$ cat src/design/dpll_pins_pkg.sv
package dpll_pins_pkg;
	// clock and timing
	localparam int CLK_PERIOD_PS = 8000;
	localparam longint RESET_HOLD_NS = 3_000_000;
	localparam int RESET_HOLD_CYC = int'((RESET_HOLD_NS * 64'd1000 + CLK_PERIOD_PS - 1)
		/ CLK_PERIOD_PS);
	localparam int MASTER_CLK_HZ = 20_000_000;
	// abrupt-change flag hold, counted in master clock periods
	localparam logic [7:0] ABRUPT_HOLD_TICKS = 8'h14;
	localparam int N_REF = 3;
	localparam int FREQ_W = 16;
	// out-of-range limit per application profile, same unit as the offset input
	localparam logic [15:0] OOR_LIMIT_P0 = 16'h0040;
	localparam logic [15:0] OOR_LIMIT_P1 = 16'h0050;
	localparam logic [15:0] OOR_LIMIT_P2 = 16'h0090;
	localparam logic [15:0] OOR_LIMIT_P3 = 16'h0090;
	// bit positions of the synchronised pin vector
	localparam int PIN_MODE_LSB = 0;
	localparam int PIN_MODE_MSB = 1;
	localparam int PIN_APP_LO = 2;
	localparam int PIN_HMS = 4;
	localparam int PIN_MCLK = 5;
	localparam int PIN_W = 6;
	// register map
	localparam int ADDR_W = 4;
	localparam logic [3:0] REG_STATUS = 4'h0;
	localparam logic [3:0] REG_EVENT = 4'h4;
	localparam logic [3:0] REG_MASK = 4'h8;
	// event bits, shared by the event and mask registers
	localparam int EV_LOCK_LOST = 0;
	localparam int EV_HOLDOVER = 1;
	localparam int EV_FAIL_LO = 2;
	localparam int EV_MEASURE = 5;
	localparam int EV_W = 6;
	localparam logic [5:0] MASK_RESET = 6'h00;
	typedef enum logic [1:0] {MODE_NORMAL, MODE_HOLDOVER, MODE_FREERUN, MODE_AUTO} op_mode_e;
	typedef enum logic [1:0] {ST_RESET, ST_FREERUN, ST_NORMAL, ST_HOLDOVER} loop_state_e;
endpackage

$ cat src/design/dpll_mode_status_pins.sv
// Function
// - lock high while locked to selected reference
// - holdover high while loop in holdover
// - failure flag on out-of-range frequency per profile
// - failure flag on abrupt phase/frequency change
// - three flags, each for its own reference
// - hitless input acts only on same-reference return
// - hitless low keeps stored corrector delay
// - hitless high measures new corrector delay
// - two mode pins decoded as one code
// - 3 ms internal reset, clock outputs disabled
// - master clock is monitoring timebase
// - application pins choose profile and limits
`timescale 1ns/100ps
module dpll_mode_status_pins
	import dpll_pins_pkg::*;
#(
	parameter int unsigned RESET_HOLD_CYCLES = dpll_pins_pkg::RESET_HOLD_CYC
)(
	input wire logic clk_i, // 125 MHz core clock
	input wire logic rstn_i, // async reset, active low
	input wire logic master_clock_in_i, // 20 MHz master clock pin
	input wire logic op_mode_select_lsb_i, // mode code bit 0 pin
	input wire logic op_mode_select_msb_i, // mode code bit 1 pin
	input wire logic [1:0] application_profile_select_i, // profile pins
	input wire logic hitless_mode_switch_sel_i, // hitless mode switching pin
	input wire logic pll_freq_locked_i, // loop core reports frequency lock
	input wire logic [1:0] ref_select_i, // manual reference choice
	input wire logic [dpll_pins_pkg::N_REF*dpll_pins_pkg::FREQ_W-1:0] ref_freq_offset_i, // signed
	input wire logic [dpll_pins_pkg::N_REF-1:0] ref_abrupt_i, // abrupt change pulses
	input wire logic [dpll_pins_pkg::ADDR_W-1:0] addr_i, // register byte address
	input wire logic [31:0] wdata_i, // write data
	input wire logic wr_i, // write strobe
	input wire logic rd_i, // read strobe
	output logic [31:0] rdata_o, // read data, cycle after rd_i
	output logic lock_o, // frequency lock status
	output logic holdover_o, // holdover status
	output logic ref_a_failure_flag_o, // reference 0 failed
	output logic ref_b_failure_flag_o, // reference 1 failed
	output logic ref_c_failure_flag_o, // reference 2 failed
	output logic clk_out_oe_o, // enable for clock and frame pulse outputs
	output logic [1:0] active_ref_o, // reference in use
	output logic corrector_measure_o, // pulse: measure new corrector delay
	output logic corrector_keep_o, // pulse: keep stored corrector delay
	output logic irq_o // level interrupt
);
	import dpll_pins_pkg::*;

	localparam int HW = $clog2(RESET_HOLD_CYCLES + 1);

	if (RESET_HOLD_CYCLES < 1 || RESET_HOLD_CYCLES > 32'h00FF_FFFF)
	begin : g_bad_hold
		$error("reset hold count out of range");
	end

	typedef struct packed {
		logic [PIN_W-1:0] pin_s1;
		logic [PIN_W-1:0] pin_s2;
		logic [PIN_W-1:0] pin_s3;
		logic [PIN_W-1:0] pin_f;
		logic mclk_prev;
		logic [HW-1:0] hold_cnt;
		loop_state_e st;
		logic [1:0] ref_cur;
		logic [N_REF-1:0] fail;
		logic [N_REF-1:0][7:0] abrupt_cnt;
		logic lock;
		logic holdover;
		logic oe;
		logic measure;
		logic keep;
		logic [EV_W-1:0] ev;
		logic [EV_W-1:0] mask;
		logic [31:0] rdata;
		logic irq;
	} state_s;

	state_s q, d;
	logic [1:0] rst_sync_q;
	logic rst_n;
	logic [N_REF-1:0] oor;
	logic [15:0] limit;

	// reset release through two flip-flops, assertion stays asynchronous
	always_ff @(posedge clk_i or negedge rstn_i)
	begin
		if (!rstn_i)
			rst_sync_q <= 2'b00;
		else
			rst_sync_q <= {rst_sync_q[0], 1'b1};
	end
	assign rst_n = rst_sync_q[1];

	// profile limit from the filtered application pins
	always_comb
	begin
		unique case (q.pin_f[PIN_APP_LO +: 2])
			2'b00: limit = OOR_LIMIT_P0;
			2'b01: limit = OOR_LIMIT_P1;
			2'b10: limit = OOR_LIMIT_P2;
			2'b11: limit = OOR_LIMIT_P3;
		endcase
	end

	// magnitude compare per reference; each uses only its own offset
	for (genvar i = 0; i < N_REF; i++)
	begin : g_oor
		logic signed [FREQ_W-1:0] off;
		logic [FREQ_W-1:0] mag;
		assign off = ref_freq_offset_i[i*FREQ_W +: FREQ_W];
		assign mag = off[FREQ_W-1] ? FREQ_W'(-off) : off;
		assign oor[i] = mag > limit;
	end

	// next-state logic for the whole block
	always_comb
	begin
		logic mtick;
		logic hitless_mode_switch_sel;
		op_mode_e mode;
		logic [1:0] pick;
		logic any_good;
		logic [1:0] want;
		logic [EV_W-1:0] clr;
		logic [EV_W-1:0] set;
		mtick = 1'b0;
		hitless_mode_switch_sel = 1'b0;
		mode = MODE_NORMAL;
		pick = 2'd0;
		any_good = 1'b0;
		want = 2'd0;
		clr = '0;
		set = '0;
		d = q;
		d.measure = 1'b0;
		d.keep = 1'b0;
		d.rdata = 32'h0000_0000;

		// pins: three stages, a change counts once stages two and three agree
		d.pin_s1 = {master_clock_in_i, hitless_mode_switch_sel_i,
			application_profile_select_i, op_mode_select_msb_i, op_mode_select_lsb_i};
		d.pin_s2 = q.pin_s1;
		d.pin_s3 = q.pin_s2;
		d.pin_f = (q.pin_s2 & q.pin_s3) | (q.pin_f & (q.pin_s2 | q.pin_s3));

		// master clock edges pace the monitor timers
		d.mclk_prev = q.pin_f[PIN_MCLK];
		mtick = q.pin_f[PIN_MCLK] & ~q.mclk_prev;
		mode = op_mode_e'({q.pin_f[PIN_MODE_MSB], q.pin_f[PIN_MODE_LSB]});
		hitless_mode_switch_sel = q.pin_f[PIN_HMS];

		// failure flags: out of range, or inside the abrupt-change hold
		for (int i = 0; i < N_REF; i++)
		begin
			if (ref_abrupt_i[i])
				d.abrupt_cnt[i] = ABRUPT_HOLD_TICKS;
			else if (mtick && q.abrupt_cnt[i] != 8'h00)
				d.abrupt_cnt[i] = q.abrupt_cnt[i] - 8'h01;
			d.fail[i] = oor[i] | ref_abrupt_i[i] | (d.abrupt_cnt[i] != 8'h00);
		end

		// lowest-numbered healthy reference for automatic mode
		for (int i = N_REF - 1; i >= 0; i--)
		begin
			if (!q.fail[i])
			begin
				pick = 2'(i);
				any_good = 1'b1;
			end
		end
		want = (mode == MODE_AUTO) ? pick : ((ref_select_i == 2'd3) ? 2'd2 : ref_select_i);

		unique case (q.st)
			ST_RESET:
			begin
				// outputs stay disabled until the hold has run out
				d.hold_cnt = q.hold_cnt + HW'(1);
				if (q.hold_cnt == HW'(RESET_HOLD_CYCLES - 1))
					d.st = ST_FREERUN;
			end
			ST_FREERUN, ST_HOLDOVER:
			begin
				if (mode == MODE_FREERUN)
					d.st = ST_FREERUN;
				else if (mode == MODE_HOLDOVER || (mode == MODE_AUTO && !any_good))
					d.st = (q.st == ST_HOLDOVER) ? ST_HOLDOVER : ST_FREERUN;
				else
				begin
					// return to normal: hitless pin matters only on the same reference
					d.st = ST_NORMAL;
					d.ref_cur = want;
					if (want == q.ref_cur)
					begin
						d.measure = hitless_mode_switch_sel;
						d.keep = ~hitless_mode_switch_sel;
					end
					else
						d.measure = 1'b1;
				end
			end
			ST_NORMAL:
			begin
				if (mode == MODE_FREERUN)
					d.st = ST_FREERUN;
				else if (mode == MODE_HOLDOVER || (mode == MODE_AUTO && !any_good))
					d.st = ST_HOLDOVER;
				else if (want != q.ref_cur)
				begin
					// reference switch is always hitless
					d.ref_cur = want;
					d.measure = 1'b1;
				end
			end
		endcase

		// status pins, registered so they never glitch
		d.oe = (d.st != ST_RESET);
		d.lock = (d.st == ST_NORMAL) && pll_freq_locked_i;
		d.holdover = (d.st == ST_HOLDOVER);
		if (d.st == ST_RESET)
			d.fail = '0;

		// sticky events, a set in the clearing cycle wins
		set[EV_LOCK_LOST] = q.lock & ~d.lock;
		set[EV_HOLDOVER] = ~q.holdover & d.holdover;
		set[EV_FAIL_LO +: N_REF] = d.fail & ~q.fail;
		set[EV_MEASURE] = d.measure;
		if (wr_i && addr_i == REG_EVENT)
			clr = wdata_i[EV_W-1:0];
		if (wr_i && addr_i == REG_MASK)
			d.mask = wdata_i[EV_W-1:0];
		d.ev = (q.ev & ~clr) | set;
		d.irq = |(d.ev & d.mask);

		// reads answer next cycle; unmapped addresses read zero
		if (rd_i)
		begin
			unique case (addr_i)
				REG_STATUS: d.rdata = {22'h00_0000, q.pin_f[PIN_MODE_MSB], q.pin_f[PIN_MODE_LSB],
					q.ref_cur, q.fail, q.oe, q.holdover, q.lock};
				REG_EVENT: d.rdata = {26'h000_0000, q.ev};
				REG_MASK: d.rdata = {26'h000_0000, q.mask};
				default: d.rdata = 32'h0000_0000;
			endcase
		end
	end

	// single state register; reset state is all zeros with the loop in reset
	always_ff @(posedge clk_i or negedge rst_n)
	begin
		if (!rst_n)
			q <= '0;
		else
			q <= d;
	end

	assign rdata_o = q.rdata;
	assign lock_o = q.lock;
	assign holdover_o = q.holdover;
	assign ref_a_failure_flag_o = q.fail[0];
	assign ref_b_failure_flag_o = q.fail[1];
	assign ref_c_failure_flag_o = q.fail[2];
	assign clk_out_oe_o = q.oe;
	assign active_ref_o = q.ref_cur;
	assign corrector_measure_o = q.measure;
	assign corrector_keep_o = q.keep;
	assign irq_o = q.irq;

	// helper terms read only by the checks below
	logic lock_cause;
	logic ret_same;
	logic free_req;
	assign lock_cause = (d.st == ST_NORMAL) && pll_freq_locked_i;
	assign ret_same = (q.st == ST_HOLDOVER || q.st == ST_FREERUN) && d.st == ST_NORMAL
		&& d.ref_cur == q.ref_cur;
	assign free_req = q.st != ST_RESET && q.pin_f[PIN_MODE_MSB] && !q.pin_f[PIN_MODE_LSB];
endmodule

$ cat config.mk
export PLATFORM = sky130hd
export DESIGN_NAME = dpll_mode_status_pins
export DESIGN_NICKNAME = d
export VERILOG_FILES = /design/src/design/dpll_pins_pkg.sv /design/src/design/dpll_mode_status_pins.sv
export SDC_FILE = /design/constraint.sdc
export NUM_CORES = 1
export LEC_CHECK = 0
export ABC_AREA = 1
export BUFFER_PORTS_ARGS = -buffer_cell sky130_fd_sc_hd__buf_2
export CAP_MARGIN = 20
export CELL_PAD_IN_SITES_DETAIL_PLACEMENT = 0
export CELL_PAD_IN_SITES_GLOBAL_PLACEMENT = 1
export CORE_UTILIZATION = 30
export CTS_CLUSTER_DIAMETER = 50
export CTS_CLUSTER_SIZE = 12
export DETAILED_ROUTE_END_ITERATION = 8
export PLACE_DENSITY_LB_ADDON = 0.1
export SETUP_SLACK_MARGIN = 0.4
export SLEW_MARGIN = 15
export SYNTH_ARGS = -nofsm -noshare
export SYNTH_HDL_FRONTEND = slang
export SYNTH_SLANG_ARGS = --single-unit
$ cat constraint.sdc
create_clock -name clk_i -period 3.3 [get_ports clk_i]
set_clock_uncertainty 0.2 [all_clocks]
set_input_delay 0.495 -clock clk_i [delete_from_list [all_inputs] [get_ports clk_i]]
set_output_delay 0.495 -clock clk_i [all_outputs]
set_load 0.01 [all_outputs]
==> flow_summary.json <==
{
  "multi_input_area_sq_mm": 0.00312,
  "postCtsSetupRepairBufs": 0,
  "grt_use_total_pct": 14.3,
  "grt_max_degree": 62,
  "post-route-period-util_pct": 78.2,
  "worst_setup_path_end_kind": "flip-flop",
  "cts_max_level": 3,
  "coreArea_sq_mm": 0.0210,
  "avgSynthCellArea_sq_um": 7.35,
  "synth-edff-count": 0,
  "cts-root-buf": "clkbuf_16",
  "r2r_cells": 17,
  "drive_gt1_share_pct": 15.6,
  "path_class": "input port to flip-flop",
  "nNetsFinal": 1084,
  "drv_cap": 0,
  "grt_pass1_wl_mm": 25.2,
  "dpl.hpwl_mm": 11.6,
  "area_growth_pct": 15.5,
  "yosysTopAreaCell": "dfrtp_1",
  "drtAntennaViolNets": 0,
  "leakagePower_nw": 4.01,
  "rsz0062_at_grt": "no",
  "hold_violations": 0,
  "synthDistinctLibCells": 39,
  "yosysWarnings": 0,
  "clock_latency_ps": 360,
  "syn_inst": 875,
  "synth.most_common_cell": "nand2_1",
  "clk_path_buf_depth": 2,
  "setup_viol": 0,
  "fill_cells": 2303,
  "grt_pass1_vias": 5185,
  "path_clk_slew_ps": 70,
  "wire_per_inst_um": 11.8,
  "synth_commonest_cells": "nand2_1, inv_1, dfrtp_1, nor2_1, nand3_1",
  "ys_async_sr_fraction_pct": 100,
  "die_w_um": 148,
  "finalWirelength_mm": 14.7,
  "p_per_area_mw_per_mm2": 481,
  "critPathLaunchType": "input port",
  "status": "finished, final reports clean",
  "cp_max_fo": 5,
  "dr.first_iter.drc_count": 182,
  "max_stage_delay_ps": 290,
  "timing.setup.tns_ps": 0,
  "finalWeightedCongestion": 0.754,
  "slowest_stage": "ha_1",
  "period_needed_ps": 2580,
  "critical_path.most_common_cell": "nor2_1",
  "drt_first_pass_iters": 4,
  "maxSlewViolCount": 0,
  "die_h_um": 148,
  "final_cells": 1250,
  "cp_cell_sequence": "buf_2 > nor2_1 > nand2_1 > nor2_1 > nor2_1 > xor2_1 > ha_1 > nand2_1 > inv_1 > nand3_1 > nor2_1 > a21oi_1 > nor2_1 > nand3_1 > nand3_1 > nand2_1 > a21oi_1 > nand2_1",
  "cts_buffers": 9,
  "hold_path.class": "input port to flip-flop",
  "num_vias": 5385,
  "dieArea_sq_mm": 0.0220,
  "critPathRequiredTime_ps": 3340,
  "num_antenna_cells": 0,
  "ir_worst_vdd_uv": 205,
  "ys.flop_type": "dfrtp_1",
  "syn_area_sq_mm": 0.00643,
  "cts_tree": "yes",
  "antenna_found_initial": 0,
  "fmax_mhz": 387,
  "synth_area_leaders": "dfrtp_1, nand2_1, inv_1, nand3_1, nor2_1",
  "dp_cells": 1233,
  "port_buffers": 94,
  "cts_sinks": 105,
  "regArea_sq_mm": 0.00263,
  "initial_core_util_pct": 30.6,
  "min_delay_path_depth": 1,
  "grt-ovfl-total": 0,
  "ys_ff_latch": 105,
  "tightest_slew_ps": 604,
  "critPathArrivalTime_ps": 2620,
  "ys_seq_area_share_pct": 40.9,
  "synth_top_area_share_pct": 40.9,
  "drc_errors": 0,
  "relSlewSlack_pct": 59.7,
  "rows": 53,
  "viasPerCell": 4.31,
  "io_pins": 143
}
## critical path, delay by kind of cell
kind | cells | cell delay (ps)
simple gates | 12 | 1320
buf+inv | 2 | 150
xor+xnor | 1 | 150
compound gates | 2 | 200
fa+ha+maj | 1 | 290
## state kept, by name, indices dropped and copies added, names as in the netlist, 2 cells and up
signal,cells
active_ref_o,2
d,13
q,69
rdata_o,10
rst_sync_q,2
## cell type report
type	count	area share [%]
Multi-Input combinational cell	617	42.0
Sequential cell	105	35.4
Timing Repair Buffer	103	7.44
Inverter	134	6.77
Tap cell	275	4.63
Clock buffer	10	3.08
Clock inverter	6	0.707
## metal layers
layer	GRT usage (%)	up-vias	wire length (um)
li1	-	2861	-
met1	20.7	2415	7660
met2	21.9	98	6370
met3	1.72	11	439
met4	5.26	0	231
met5	0	-	0
## through the flow
| step | hold WS, ps | util [%] | worst slack, ps | power [W] | cell area (sq um) |
|---|---|---|---|---|---|
| after detailed placement | 84.9 | 33.9 | 290 | 0.00258 | 7120 |
| after floorplan | -0.591 | - | 803 | 0.00229 | 6510 |
| after global routing | 28.3 | 35.3 | 374 | 0.00385 | 7430 |
| final | 41.6 | 35.3 | 718 | 0.00358 | 7430 |
| after CTS | 23.9 | 35.2 | 489 | 0.00365 | 7410 |
| after global placement | 81.3 | 33.9 | 303 | 0.00259 | 7120 |
## cell families after synthesis
family	Yosys count	synth area share, %
AO/OA/AOI/OAI	56	4.71
adder cells (fa/ha/maj)	20	3.66
XOR/XNOR	38	5.18
AND/OR/NAND/NOR	480	33.3
buffers and inverters	174	12.2
flip-flops	105	40.9
other	2	0.117
## final timing paths
| check | start | slack [ps] | end |
|---|---|---|---|
| max reg2reg | q[66]$_DFF_PN0_ | 750 | irq_o$_DFF_PN0_ |
| max in group asynchronous | rst_sync_q[1]$_DFF_PN0_ | 2010 | rdata_o[4]$_DFF_PN0_ |
| min reg2reg | rst_sync_q[1]$_DFF_PN0_ | 150 | q[94]$_DFFE_PN0N_ |
| min in group asynchronous | rst_sync_q[1]$_DFF_PN0_ | 150 | q[94]$_DFFE_PN0N_ |
| max | ref_freq_offset_i[35] | 720 | irq_o$_DFF_PN0_ |
| min | op_mode_select_lsb_i | 40 | d[113]$_DFF_PN0_ |
## placed cells by master (no fill, tap or decap), types with 7 or more instances in the layout
master     synthesis  layout
buf_4             35       7
dfrtp_1          105     104
a21oi_1           14      14
xnor2_1            7       7
nor2_2             4       9
inv_1            130     130
xor2_1            31      31
buf_2              0      94
ha_1              14      14
conb_1             2      23
nor2_1           103      98
o21ai_0           31      31
nand2_1          243     243
nand4_1           15      15
nand3_1           80      80
nor3_1             8       8
clkbuf_16          0       9
## timing repair
item,in CTS,in global routing
resized for setup,0,6
endpoints found under the setup margin,0,2
endpoints found under the hold margin,2,0
hold buffers,1,0
## where the power goes
| part | leakage (nW) | switching, W | internal (W) |
|---|---|---|---|
| logic | 2.58 | 0.000582 | 0.000338 |
| clock network | 0.136 | 0.000509 | 0.000525 |
| registers | 1.30 | 0.000159 | 0.00146 |
| total | 4.01 | 0.00125 | 0.00233 |
Note: power is estimated with default switching activity, not from simulation.
